<file path="config.mk">
export PLATFORM = sky130hd
export DESIGN_NAME = dq_output_direct_control
export DESIGN_NICKNAME = d
export VERILOG_FILES = /design/src/dq_pkg.sv /design/src/dq_sel_if.sv /design/src/dq_channel_sel.sv /design/src/dq_output_direct_control.sv
export SDC_FILE = /design/constraint.sdc
export NUM_CORES = 1
export LEC_CHECK = 0
export ABC_AREA = 1
export BUFFER_PORTS_ARGS = -buffer_cell sky130_fd_sc_hd__clkbuf_2
export CAP_MARGIN = 20
export CORE_MARGIN = 1
export CORE_UTILIZATION = 57
export CTS_BUF_LIST = sky130_fd_sc_hd__clkbuf_4 sky130_fd_sc_hd__clkbuf_8
export DETAILED_ROUTE_END_ITERATION = 8
export HOLD_SLACK_MARGIN = 0.1
export PLACE_DENSITY_LB_ADDON = 0.1
export RECOVER_POWER = 100
export SLEW_MARGIN = 30
export SYNTH_ARGS = -nofsm -noshare
export SYNTH_HDL_FRONTEND = slang
export SYNTH_SLANG_ARGS = --single-unit
</file>
<file path="constraint.sdc">
create_clock -name i_clk -period 2.4 [get_ports i_clk]
set_input_delay 0.36 -clock i_clk [delete_from_list [all_inputs] [get_ports i_clk]]
set_output_delay 0.36 -clock i_clk [all_outputs]
set_load 0.01 [all_outputs]
</file>
<file path="src/dq_pkg.sv">
// ============================================================
// Package for the per-channel output source selector.
// Assumes a byte-wide control image written by a cyclic bus front end.
package dq_pkg;
	localparam int NUM_CH = 2;
	localparam logic [7:0] CH0_CTRL_OFFSET = 8'h09;
	localparam logic [7:0] CH1_CTRL_OFFSET = 8'h15;
	localparam int BIT_RUN_ENABLE = 0;
	localparam int BIT_SOURCE_SEL = 1;
	localparam int BIT_ERR_ACK = 2;
	localparam int BIT_LEVEL_A = 3;
	localparam int BIT_LEVEL_B = 4;
	localparam logic [7:0] CTRL_RESET = 8'h00;
	localparam int FB_BIT_FAULT_B = 5;
	localparam int FB_BIT_LEVEL_A = 1;
	localparam int FB_BIT_LEVEL_B = 2;
	localparam int FB_BIT_ACTIVE = 0;
	localparam logic [7:0] FB_RESET = 8'h00;
endpackage

</file>
<file path="src/dq_sel_if.sv">
// ============================================================
// Interface carrying one channel's selector inputs and outputs.
// Assumes all signals on the single module clock.
`timescale 1ns/1ps
interface dq_sel_if;
	logic source_sel;
	logic level_a;
	logic level_b;
	logic dc_motor;
	logic gen_a;
	logic gen_b;
	logic active;
	logic out_a;
	logic out_b;
	logic fault_b_req;
	modport top (output source_sel, level_a, level_b, dc_motor, gen_a, gen_b, active,
		input out_a, out_b, fault_b_req);
	modport sel (input source_sel, level_a, level_b, dc_motor, gen_a, gen_b, active,
		output out_a, out_b, fault_b_req);
endinterface

</file>
<file path="src/dq_channel_sel.sv">
// ============================================================
// Output source multiplexer for one channel (combinational).
// Assumes inputs are already the consistent per-cycle image.
`timescale 1ns/1ps
module dq_channel_sel (
	dq_sel_if.sel s // Channel selector signals
);
	// Module control when selected, or always in DC motor mode
	always_comb begin
		s.out_a = 1'b0;
		s.out_b = 1'b0;
		s.fault_b_req = 1'b0;
		if (s.dc_motor) begin
			s.out_a = s.gen_a;
			s.out_b = s.gen_b;
		end else if (s.source_sel) begin
			s.out_a = s.active & s.gen_a;
			s.out_b = 1'b0;
		end else begin
			s.out_a = s.level_a;
			s.out_b = s.level_b & ~s.level_a;
			s.fault_b_req = s.level_a & s.level_b;
		end
	end
endmodule

</file>
<file path="src/dq_output_direct_control.sv">
// ============================================================
// Two-channel output source selector with background sequence.
// Assumes the bus front end writes control bytes with i_wr and
// marks the cycle start instant with a one-cycle i_cycle_start.
`timescale 1ns/1ps
// Operation
// - In isochronous mode a software-only start begins at the cycle start instant.
// - In isochronous mode all control bytes are taken over as one set per cycle.
// - In isochronous mode all feedback bytes are presented as one snapshot per cycle.
// - In isochronous PWM mode the modulation period is aligned to the bus cycle.
// - The sequence keeps running while direct control is selected.
// - Both manual levels set drives only A high, B low, and sets the B fault flag.
// - The B fault flag stays set until error acknowledge clears it.
// - Source select set with the sequence active reconnects the generator.
// - Under module control B is low except in DC motor mode.
// - DC motor mode ignores source select and manual levels.
// - A rising software enable starts the sequence, zero cancels it.
// - Manual level A at bit 3 drives output A under direct control.
// - Manual level B at bit 4 drives B only while A is clear.
module dq_output_direct_control
	import dq_pkg::*;
(
	input wire logic i_clk, // 50 MHz clock
	input wire logic i_rst_n, // Async reset, active low
	input wire logic i_wr, // Control byte write strobe
	input wire logic [7:0] i_addr, // Control byte offset
	input wire logic [7:0] i_wdata, // Control byte data
	input wire logic i_isochronous, // Isochronous mode select
	input wire logic i_cycle_start, // Cycle start instant pulse
	input wire logic i_update, // Control image update pulse
	input wire logic [1:0] i_hw_enable_pin, // Hardware enable pins (async)
	input wire logic [1:0] i_hw_enable_use, // Qualify start by hardware enable
	input wire logic [1:0] i_dc_motor, // DC motor mode per channel
	input wire logic [1:0] i_pwm_mode, // PWM mode per channel
	input wire logic [1:0] i_gen_a, // Generator output A per channel
	input wire logic [1:0] i_gen_b, // Generator output B per channel
	input wire logic [1:0] i_seq_done, // Generator finished sequence
	output logic [1:0] o_pulse_output_a, // Output A per channel
	output logic [1:0] o_pulse_output_b, // Output B per channel
	output logic [1:0] o_seq_run, // Sequence running to generator
	output logic [1:0] o_period_sync, // PWM period restart to generator
	output logic [7:0] o_ch0_feedback, // Channel 0 feedback byte
	output logic [7:0] o_ch1_feedback // Channel 1 feedback byte
);
	// ============================================================
	// Control staging and applied image
	logic [7:0] stage [NUM_CH];
	logic [7:0] ctrl [NUM_CH];
	logic [1:0] hw_meta;
	logic [1:0] hw_sync;
	logic [1:0] run_prev;
	logic [1:0] start_pend;
	logic [1:0] fault_b;
	logic [1:0] sel_a;
	logic [1:0] sel_b;
	logic [1:0] sel_fault;
	logic [7:0] next_fb [NUM_CH];

	// Staging bytes written by the bus front end
	always_ff @(posedge i_clk or negedge i_rst_n) begin
		if (!i_rst_n) begin
			stage[0] <= CTRL_RESET;
			stage[1] <= CTRL_RESET;
		end else if (i_wr) begin
			if (i_addr == CH0_CTRL_OFFSET) begin
				stage[0] <= i_wdata;
			end else if (i_addr == CH1_CTRL_OFFSET) begin
				stage[1] <= i_wdata;
			end
		end
	end

	// apply at control update
	// Isochronous mode only copies at the cycle instant so both channels switch together
	always_ff @(posedge i_clk or negedge i_rst_n) begin
		if (!i_rst_n) begin
			ctrl[0] <= CTRL_RESET;
			ctrl[1] <= CTRL_RESET;
		end else if (i_isochronous ? i_cycle_start : i_update) begin
			ctrl[0] <= stage[0];
			ctrl[1] <= stage[1];
		end
	end

	// Hardware enable comes from a pin, so synchronise it first
	always_ff @(posedge i_clk or negedge i_rst_n) begin
		if (!i_rst_n) begin
			hw_meta <= 2'h0;
			hw_sync <= 2'h0;
		end else begin
			hw_meta <= i_hw_enable_pin;
			hw_sync <= hw_meta;
		end
	end

	// ============================================================
	// Per-channel sequence control and selection
	genvar g;
	generate
		for (g = 0; g < NUM_CH; g++) begin : g_ch
			dq_sel_if sif ();
			logic run_en;
			logic edge_ok;
			assign run_en = ctrl[g][BIT_RUN_ENABLE];
			assign edge_ok = run_en & ~run_prev[g] & (~i_hw_enable_use[g] | hw_sync[g]);
			assign sif.source_sel = ctrl[g][BIT_SOURCE_SEL];
			assign sif.level_a = ctrl[g][BIT_LEVEL_A];
			assign sif.level_b = ctrl[g][BIT_LEVEL_B];
			assign sif.dc_motor = i_dc_motor[g];
			assign sif.gen_a = i_gen_a[g];
			assign sif.gen_b = i_gen_b[g];
			assign sif.active = o_seq_run[g];
			assign sel_a[g] = sif.out_a;
			assign sel_b[g] = sif.out_b;
			assign sel_fault[g] = sif.fault_b_req;

			dq_channel_sel u_sel (
				.s(sif)
			);

			// Edge memory of the software enable
			always_ff @(posedge i_clk or negedge i_rst_n) begin
				if (!i_rst_n) begin
					run_prev[g] <= 1'b0;
				end else begin
					run_prev[g] <= run_en;
				end
			end

			always_ff @(posedge i_clk or negedge i_rst_n) begin
				if (!i_rst_n) begin
					start_pend[g] <= 1'b0;
				end else if (!run_en || i_cycle_start) begin
					start_pend[g] <= 1'b0;
				end else if (edge_ok && i_isochronous && !i_hw_enable_use[g]) begin
					start_pend[g] <= 1'b1;
				end
			end

			// start on edge, cancel on zero
			always_ff @(posedge i_clk or negedge i_rst_n) begin
				if (!i_rst_n) begin
					o_seq_run[g] <= 1'b0;
				end else if (!run_en || i_seq_done[g]) begin
					o_seq_run[g] <= 1'b0;
				end else if (i_isochronous && !i_hw_enable_use[g]) begin
					if (i_cycle_start && (start_pend[g] || edge_ok)) begin
						o_seq_run[g] <= 1'b1;
					end
				end else if (edge_ok) begin
					o_seq_run[g] <= 1'b1;
				end
			end

			always_ff @(posedge i_clk or negedge i_rst_n) begin
				if (!i_rst_n) begin
					o_period_sync[g] <= 1'b0;
				end else begin
					o_period_sync[g] <= i_isochronous & i_pwm_mode[g] & i_cycle_start;
				end
			end

			// fault held until acknowledge
			// Set wins over the acknowledge so a fresh fault is never lost
			always_ff @(posedge i_clk or negedge i_rst_n) begin
				if (!i_rst_n) begin
					fault_b[g] <= 1'b0;
				end else if (sel_fault[g]) begin
					fault_b[g] <= 1'b1;
				end else if (ctrl[g][BIT_ERR_ACK]) begin
					fault_b[g] <= 1'b0;
				end
			end

			// Registered pin drive
			always_ff @(posedge i_clk or negedge i_rst_n) begin
				if (!i_rst_n) begin
					o_pulse_output_a[g] <= 1'b0;
					o_pulse_output_b[g] <= 1'b0;
				end else begin
					o_pulse_output_a[g] <= sel_a[g];
					o_pulse_output_b[g] <= sel_b[g];
				end
			end

			// Feedback byte contents
			always_comb begin
				next_fb[g] = FB_RESET;
				next_fb[g][FB_BIT_ACTIVE] = o_seq_run[g];
				next_fb[g][FB_BIT_LEVEL_A] = o_pulse_output_a[g];
				next_fb[g][FB_BIT_LEVEL_B] = o_pulse_output_b[g];
				next_fb[g][FB_BIT_FAULT_B] = fault_b[g];
			end
		end
	endgenerate

	// feedback snapshot per cycle
	// Outside isochronous mode the feedback tracks every clock
	always_ff @(posedge i_clk or negedge i_rst_n) begin
		if (!i_rst_n) begin
			o_ch0_feedback <= FB_RESET;
			o_ch1_feedback <= FB_RESET;
		end else if (!i_isochronous || i_cycle_start) begin
			o_ch0_feedback <= next_fb[0];
			o_ch1_feedback <= next_fb[1];
		end
	end

	// ============================================================
	// Assertions
	a_both_levels_fault: assert property (@(posedge i_clk) disable iff (!i_rst_n)
		(!i_dc_motor[0] && !ctrl[0][BIT_SOURCE_SEL] && ctrl[0][BIT_LEVEL_A] && ctrl[0][BIT_LEVEL_B])
		|=> (o_pulse_output_a[0] && !o_pulse_output_b[0] && fault_b[0]))
		else $error("both manual levels not resolved");
	a_fault_sticky: assert property (@(posedge i_clk) disable iff (!i_rst_n)
		(fault_b[0] && !ctrl[0][BIT_ERR_ACK]) |=> fault_b[0])
		else $error("fault cleared without acknowledge");
	a_fault_ack_clear: assert property (@(posedge i_clk) disable iff (!i_rst_n)
		(ctrl[0][BIT_ERR_ACK] && !sel_fault[0]) |=> !fault_b[0])
		else $error("fault not cleared by acknowledge");
	a_b_low_module: assert property (@(posedge i_clk) disable iff (!i_rst_n)
		(!i_dc_motor[0] && ctrl[0][BIT_SOURCE_SEL]) |=> !o_pulse_output_b[0])
		else $error("output b high under module control");
	a_dc_motor_follow: assert property (@(posedge i_clk) disable iff (!i_rst_n)
		i_dc_motor[1] |=> (o_pulse_output_a[1] == $past(i_gen_a[1]) &&
		o_pulse_output_b[1] == $past(i_gen_b[1])))
		else $error("dc motor outputs not from generator");
	a_manual_a_level: assert property (@(posedge i_clk) disable iff (!i_rst_n)
		(!i_dc_motor[1] && !ctrl[1][BIT_SOURCE_SEL]) |=> o_pulse_output_a[1] == $past(ctrl[1][BIT_LEVEL_A]))
		else $error("manual level a not applied");
	a_cancel_run: assert property (@(posedge i_clk) disable iff (!i_rst_n)
		!ctrl[0][BIT_RUN_ENABLE] |=> !o_seq_run[0])
		else $error("sequence runs with enable low");
	a_iso_start_at_cycle: assert property (@(posedge i_clk) disable iff (!i_rst_n)
		($rose(o_seq_run[1]) && $past(i_isochronous) && !$past(i_hw_enable_use[1]))
		|-> $past(i_cycle_start))
		else $error("isochronous start off cycle instant");
	a_iso_ctrl_hold: assert property (@(posedge i_clk) disable iff (!i_rst_n)
		(i_isochronous && !i_cycle_start) |=> $stable(ctrl[0]) && $stable(ctrl[1]))
		else $error("control image changed inside cycle");
	a_iso_fb_hold: assert property (@(posedge i_clk) disable iff (!i_rst_n)
		(i_isochronous && !i_cycle_start) |=> $stable(o_ch0_feedback) && $stable(o_ch1_feedback))
		else $error("feedback changed inside cycle");
	c_fault_raised: cover property (@(posedge i_clk) disable iff (!i_rst_n) $rose(fault_b[0]));
	c_run_start: cover property (@(posedge i_clk) disable iff (!i_rst_n) $rose(o_seq_run[1]));
	c_background_run: cover property (@(posedge i_clk) disable iff (!i_rst_n)
		o_seq_run[0] && !ctrl[0][BIT_SOURCE_SEL] ##1 ctrl[0][BIT_SOURCE_SEL] && o_seq_run[0]);
endmodule

</file>
======== Word level (Yosys, flattened, before mapping) ========
Index checks and enable logic that the tools add are counted.
Widths: inputs -> output; s select.
word-level totals
  output and inout bits ................... 24
  bits in registers ....................... 46
operators by class
  equality and inequality tests ........... 4
  muxes and demuxes ....................... 29
  bitwise logic cells ..................... 23
  reductions and logical operators ........ 30
operators with widths
  cell                number
  $mux 1              29
  $and 1x1->1         14
  $eq 8x4->1 const B  1
  $eq 8x5->1 const B  1
  $logic_and 1x1->1   8
  $reduce_bool 2->1   4
  $logic_or 1x1->1    7
  $not 1->1           7
  $ne 3x2->1 const B  2
  $reduce_and 2->1    3
  $reduce_bool 3->1   2
  $logic_not 1->1     5
  $reduce_and 3->1    1
  $or 1x1->1          2

======== Logic depth before layout (Yosys ltp) ========
Gate-level depths: netlist of the first run.
  word-level depth ........................ 8
  mapped depth ............................ 7
  mapped depth without buffers ............ 7

======== Hierarchy ========
From an unflattened synthesis of the first run, not the netlist that was laid out.
second synthesis, totals
  cell total of the unflattened synthesis .. 231
  area total of the unflattened synthesis .. 2,048.2 um^2
modules (own cells, without submodules)
  module                    area an instance (um^2)  seq. area each (um^2)  instances  cells an instance
  dq_output_direct_control  1,935.6                  1,151.1                1          205
  dq_channel_sel            56.3                     0.0                    2          13

======== Worst setup path after synthesis of the first run ========
OpenSTA, ideal clock, no wires.
  path kind ............................... input-to-reg
  start ................................... in i_addr[3]
  end ..................................... reg stage[10] (netlist name)
  library setup time ...................... 0.123 ns
  buffers on the path ..................... 1
  stages .................................. 6
  required time ........................... 2.277 ns
  slack ................................... 1.373 ns
  arrival ................................. 0.904 ns
  cells stage by stage .................... inv_1 -> nor2_1 -> nand2_1 -> buf_2 -> o21ai_0 -> nand2_1
on the way
  word-level cells in the longest chain between the ends .. 2
RTL lines
  element                     line                            RTL
  from (decl)                 dq_output_direct_control.sv:26  input wire logic [7:0] i_addr,
  $eq 8x4->1                  dq_output_direct_control.sv:65  if (i_addr == CH0_CTRL_OFFSET) begin
  $reduce_and 2->1 (no line)  --
  to (decl)                   dq_output_direct_control.sv:47  logic [7:0] stage [NUM_CH];
Every way passes these cells.
A chain may end at the register's enable or synchronous reset.

==> results.py, run 1 <==
metrics = {
    "status": {
        "status": "finished clean",
    },
    "sta": {
        "fmax_mhz": 666,
        "setup_viol": 0,
        "worst_slack_ns": 0.899,
        "slew_viol_final": 0,
        "tightest_slew_ns": 1.07,
        "tns_ns": 0,
        "hold_violations": 0,
        "fin_crit_sh": 0.625,
        "finalCriticalPeriod_ns": 1.50,
        "relSlewSlack": 0.284,
        "rsz0062_at_grt": "no",
        "finClkSkew_ns": 0.00496,
    },
    "layout": {
        "multiInputGateArea_sq_um": 631,
        "layout-drive-gt1-share": 0.199,
        "register_area_sq_um": 1150,
        "finalInstanceArea_sq_um": 2270,
        "n_antenna_cell": 0,
        "fill_cells": 330,
        "final_cells": 318,
        "nets": 307,
        "syn_to_final_growth_pct": 13.9,
    },
    "grt": {
        "grt_max_degree": 47,
        "grt_overflow_total": 0,
        "grt_usage": 0.186,
        "grt_pass1_wl_um": 4920,
        "grt_pass1_vias": 1189,
        "antenna_found_initial": 0,
    },
    "power": {
        "p_per_area_nw_per_um2": 648,
        "power_uw": 1470,
        "peakVddDrop_uv": 308,
        "p_leak_uw": 0.00123,
    },
    "critical_path": {
        "critPathCaptureType": "asynchronous set/reset pin",
        "arrival_ns": 1.83,
        "critical_path_class": "in -> async",
        "critPathMaxFanout": 46,
        "required_ns": 2.73,
        "startpoint_type": "input pin",
    },
    "clocking": {
        "h-tree-depth": 2,
        "clk_pin_slew_ns": 0.13,
        "clk_latency_ns": 0.35,
        "clk_path_buf_depth": 2,
        "cts_buffers": 5,
        "cts-root-buf": "clkbuf_4",
        "cts.sinks": 46,
        "postCtsSetupBuffers": 0,
        "hold_buffers": 3,
        "ctsResizeCount": 0,
        "cts_tree": "done",
    },
    "yosys": {
        "synthTopCellsByCount": "nand2_1, dfrtp_1, inv_1",
        "yosys.area.top_type_share": 0.578,
        "synth.area.top_cells": "dfrtp_1, nand2_1, inv_1, buf_4, a21oi_2",
        "yosys_warnings": 0,
        "synth_area_sq_um": 1990,
        "ys_types": 22,
        "synthFlopType": "dfrtp_1",
        "async_reset_ff_frac": 1.00,
        "synth_top_area_cell": "dfrtp_1",
        "synthMostInstantiatedCell": "nand2_1",
        "synth_edf_count": 0,
        "seq_area_frac_synth": 0.578,
        "synthCells": 219,
        "syn_avg_cell_area_sq_um": 9.10,
        "yosys_register_bits": 46,
    },
    "die": {
        "top_level_ports": 60,
        "dieArea_sq_um": 3740,
        "fp.dieH_um": 61.1,
        "coreArea_sq_um": 3340,
        "die_x_um": 61.1,
        "rows": 21,
        "start_util": 0.597,
    },
    "placed_design": {
        "place_congestion": 0.754,
        "dp.cells": 307,
        "place_worst_setup_slack_ns": 0.784,
        "placed_area_sq_um": 2210,
        "hpwl_um": 2400,
        "port_buffers": 48,
    },
    "detailed_routing": {
        "num_vias": 1491,
        "dr.first_iter.drc_count": 56,
        "drt_first_pass_iters": 4,
        "wl_per_cell_um": 10.1,
        "viasPerCell": 4.69,
        "postRouteAntennaNets": 0,
        "routed_wl_um": 3230,
        "drc": 0,
    },
    "flow_run": {
        "drv_cap": 0,
    },
    "hold_path": {
        "hold_class": "in -> reg",
    },
}
[critical path: stages]
cell and delay [ns]:
dlygate4sd3_1 0.55, clkbuf_2 0.10, clkbuf_2 0.80
[power breakdown]
part | leakage, uW | total (uW) | internal, uW | switching (uW)
logic | 0.000595 | 211 | 76.0 | 135
registers | 0.000596 | 885 | 850 | 35.0
clock network | 0.0000343 | 374 | 141 | 233
[cells by family after synthesis]
| kind of cell | count (synthesis) | share of synthesized area |
|---|---|---|
| AND/OR/NAND/NOR | 100 | 0.214 |
| buffers and inverters | 44 | 0.115 |
| flip-flops | 46 | 0.578 |
| AO/OA/AOI/OAI | 28 | 0.0911 |
| other | 1 | 0.00188 |
[state kept, by name (all words and copies together) (netlist names)]
name,count
o_period_sync,2
g_ch.sif.active,2
o_pulse_output_b,2
o_pulse_output_a,2
stage,10
hw_meta,2
ctrl,10
fault_b,2
o_ch1_feedback,4
start_pend,2
o_ch0_feedback,4
run_prev,2
hw_sync,2
[path summary, 6_finish.rpt]
path                                                start                        endpoint  slack (ns)  depth (start not counted)
max                                               i_rst_n   o_ch1_feedback[2]$_DFFE_PN0P_        0.90                          3
min                                         i_pwm_mode[1]      o_period_sync[1]$_DFF_PN0_        0.18                          3
max reg2reg                           ctrl[8]$_DFFE_PN0P_  g_ch[0].sif.active$_DFFE_PN0P_        1.43                          6
min reg2reg                          hw_meta[0]$_DFF_PN0_            hw_sync[0]$_DFF_PN0_        0.36                          0
max in group i_clk         g_ch[0].sif.active$_DFFE_PN0P_                    o_seq_run[0]        1.11                          1
min in group asynchronous                         i_rst_n   o_ch0_feedback[0]$_DFFE_PN0P_        0.84                          3
[placed cells by master (no fill, tap or decap), types with 5 or more instances in the layout]
master / Yosys / final
a21oi_2: 8 / 8
clkbuf_1: 0 / 17
clkbuf_2: 0 / 32
clkbuf_4: 0 / 5
conb_1: 1 / 8
dfrtp_1: 46 / 46
inv_1: 29 / 30
nand2_1: 59 / 60
nand3_1: 11 / 12
nand4_1: 5 / 5
nor2_1: 18 / 18
o21ai_0: 11 / 13
[metrics by stage]
stage / hold slack (ns) / util
floorplan: 0.0644 / -
global placement: 0.334 / 0.661
detailed placement: 0.338 / 0.661
CTS: 0.162 / 0.690
global route: 0.176 / 0.680
finish: 0.178 / 0.680
[final cells by class]
class | instances | area share
sequential | 46 | 0.507
multi-input combinational | 136 | 0.278
timing repair buffer | 52 | 0.112
inverter | 30 | 0.0496
tap | 46 | 0.0254
clock buffer | 6 | 0.0226
clock inverter | 2 | 0.00551
[per-layer routing]
layer / global-route usage / up-vias / part of all wire
met3: 0.0630 / 5 / 0.059
met5: 0 / - / 0
met4: 0.0682 / 0 / 0.011
met1: 0.220 / 662 / 0.46
met2: 0.317 / 48 / 0.47
li1: - / 776 / -
Power figures use the tool's default switching activity.
==> run 2: changes to the inputs <==
--- a/config.mk
+++ b/config.mk
@@ -9,7 +9,7 @@
 export BUFFER_PORTS_ARGS = -buffer_cell sky130_fd_sc_hd__clkbuf_2
 export CAP_MARGIN = 20
 export CORE_MARGIN = 1
-export CORE_UTILIZATION = 57
+export CORE_UTILIZATION = 53
 export CTS_BUF_LIST = sky130_fd_sc_hd__clkbuf_4 sky130_fd_sc_hd__clkbuf_8
 export DETAILED_ROUTE_END_ITERATION = 8
 export HOLD_SLACK_MARGIN = 0.1
==> constraint.sdc (replaced) <==
create_clock -name i_clk -period 1.45 [get_ports i_clk]
set_input_delay 0.2175 -clock i_clk [delete_from_list [all_inputs] [get_ports i_clk]]
set_output_delay 0.2175 -clock i_clk [all_outputs]
set_load 0.01 [all_outputs]
==> run 2 against run 1 <==
  * Cell count up 0.31%
  * Register-to-register slack worse by 0.95 ns
  * Sequential power up 65%
  * Die area up 7.3%
  * Combinational power up 70%
  * Clock skew down 0.0011 ns
  * Utilization up 0.17 points
  * Sequential share of layout area down 2.0 points
  * Critical endpoint is now o_seq_run[1]
  * Highest routed layer unchanged
==> results.py, run 2 (same netlist as run 1, synthesis figures left out) <==
metrics = {
    "status": {
        "status": "finished clean",
    },
    "clocking": {
        "postCtsSetupBuffers": 0,
        "cts_buffers": 5,
        "cts_tree": "done",
        "cts.sinks": 46,
        "clk_pin_slew_ns": 0.08,
        "clk_path_buf_depth": 2,
        "h-tree-depth": 2,
        "clk_latency_ns": 0.30,
        "ctsResizeCount": 0,
        "cts-root-buf": "clkbuf_8",
    },
    "critical_path": {
        "critical_path_class": "reg -> out",
        "critPathCaptureType": "primary output",
        "required_ns": 1.23,
        "critPathMaxStageDelay_ns": 0.38,
        "path_delay_family": "flip-flops",
        "path_buf_inv": 1,
        "r2r-start": "ctrl[8]$_DFFE_PN0P_",
        "cp_cell_sequence": "clkbuf_1",
        "startpoint_type": "flop",
        "r2r_end": "g_ch[0].sif.active$_DFFE_PN0P_",
        "critPathMaxFanout": 3,
        "crit_slowest_cell": "dfrtp_1",
        "ff2ff_path_depth": 6,
        "timing.reg2reg.setup_slack_ns": 0.48,
        "arrival_ns": 0.84,
    },
    "power": {
        "seqPwrFrac": 0.492,
        "p_per_area_nw_per_um2": 1260,
        "peakVddDrop_uv": 748,
        "clkPwrFrac": 0.387,
        "power_uw": 2970,
        "internal_power_uw": 2280,
        "p_leak_uw": 0.00127,
        "comb_power_share": 0.121,
        "p_sw_frac": 0.235,
        "power.switching_uw": 697,
    },
    "detailed_routing": {
        "drc": 0,
        "dr.first_iter.drc_count": 57,
        "num_vias": 1505,
        "postRouteAntennaNets": 0,
        "routed_wl_um": 3350,
        "wl_met3_um": 186,
        "wl_met2_um": 1560,
        "wl_per_cell_um": 10.5,
        "wl_met1_um": 1550,
        "topRoutingLayerUsed": "met4",
        "drt_first_pass_iters": 5,
        "viasPerCell": 4.72,
    },
    "sta": {
        "rsz0062_at_grt": "no",
        "tns_ns": 0,
        "finalCriticalPeriod_ns": 1.06,
        "fin_crit_sh": 0.729,
        "timing.hold.ws_ns": 0.102,
        "fmax_mhz": 946,
        "setup_viol": 0,
        "relSlewSlack": 0.608,
        "finClkSkew_ns": 0.00388,
        "hold_violations": 0,
        "tightest_slew_ns": 0.589,
        "slew_viol_final": 0,
    },
    "grt": {
        "antenna_found_initial": 0,
        "grt_usage": 0.196,
        "grt_overflow_total": 0,
        "grt_pass1_vias": 1456,
        "grt_max_degree": 47,
        "grt_pass1_wl_um": 6070,
    },
    "die": {
        "top_level_ports": 60,
        "start_util": 0.574,
        "dieArea_sq_um": 4010,
        "die_x_um": 63.3,
        "coreArea_sq_um": 3470,
        "rows": 21,
        "fp.dieH_um": 63.3,
    },
    "layout": {
        "fill_cells": 314,
        "register_area_sq_um": 1150,
        "n_antenna_cell": 0,
        "reg_top3": "ctrl: 10 flops, stage: 10 flops",
        "layout-drive-gt1-share": 0.194,
        "nets": 308,
        "final_cell_mix": "nand2_1, dfrtp_1, clkbuf_2",
        "multiInputGateArea_sq_um": 624,
        "syn_to_final_growth_pct": 18.7,
        "final_common_cell": "nand2_1",
    },
    "placed_design": {
        "port_buffers": 48,
        "hpwl_um": 2490,
        "place_congestion": 0.748,
    },
    "hold_path": {
        "worstHoldPathCells": 3,
        "hold_end": "o_period_sync[0]$_DFF_PN0_",
        "hold_class": "in -> reg",
        "min-delay-start": "i_pwm_mode[0]",
    },
    "flow_run": {
        "drv_cap": 0,
    },
}
[run 2: cell types whose count changed in the layout (fill, tap and decap cells not counted), sizes merged]
| cell | delta |
|---|---|
| clkinvlp | -1 |
| bufinv | +2 |
| buf | +1 |
| clkinv | -1 |
[run 2: worst max-delay path by stage]
stage	from	end	slack [ns]	depth (start not counted)
after floorplan	i_addr[3]	stage[10]$_DFFE_PN0P_	0.57	6
after global placement	i_addr[3]	stage[12]$_DFFE_PN0P_	0.28	7
after detailed placement	i_addr[3]	stage[12]$_DFFE_PN0P_	0.23	7
after CTS	g_ch[1].sif.active$_DFFE_PN0P_	o_seq_run[1]	0.39	1
after global routing	i_isochronous	g_ch[0].sif.active$_DFFE_PN0P_	0.24	6
final	g_ch[1].sif.active$_DFFE_PN0P_	o_seq_run[1]	0.39	1
[run 2: repair_timing]
item	in CTS	in global routing
hold buffers	3	0
setup endpoints to repair	0	0
endpoints found under the hold margin	48	0
[run 2: final cells by class]
type                            instances  area share
Sequential cell                        46       0.487
Multi-Input combinational cell        136       0.264
Timing Repair Buffer                   53       0.117
Inverter                               30      0.0476
Clock buffer                            6      0.0349
Clock inverter                          2      0.0254
Tap cell                               46      0.0243
[run 2: routing by layer]
| layer | vias to the layer above | track usage |
|---|---|---|
| met5 | - | 0 |
| met3 | 4 | 0.0435 |
| li1 | 773 | - |
| met1 | 682 | 0.250 |
| met2 | 46 | 0.328 |
| met4 | 0 | 0.0682 |
[run 2: metrics by stage]
step,worst slack (ns),cells,util,area (sq um)
final,0.393,319,0.682,2360
after global routing,0.243,319,0.682,2360
after CTS,0.388,319,0.696,2410
after detailed placement,0.231,308,0.646,2240
after global placement,0.283,308,0.646,2240
after floorplan,0.565,226,-,2020
[run 2: power by group through the flow]
stage / clock [uW] / combinational [uW] / sequential, uW
floorplan: 0 / 211 / 1500
detailed placement: 0 / 382 / 1490
CTS: 1170 / 390 / 1460
global route: 1240 / 419 / 1480
finish: 1150 / 359 / 1460
global placement: 0 / 371 / 1490
[run 2: worst min-delay path, delay by kind of cell]
kind / cells / cell delay, ns
buffers and inverters: 2 / 0.12
and+or+nand+nor: 1 / 0.03
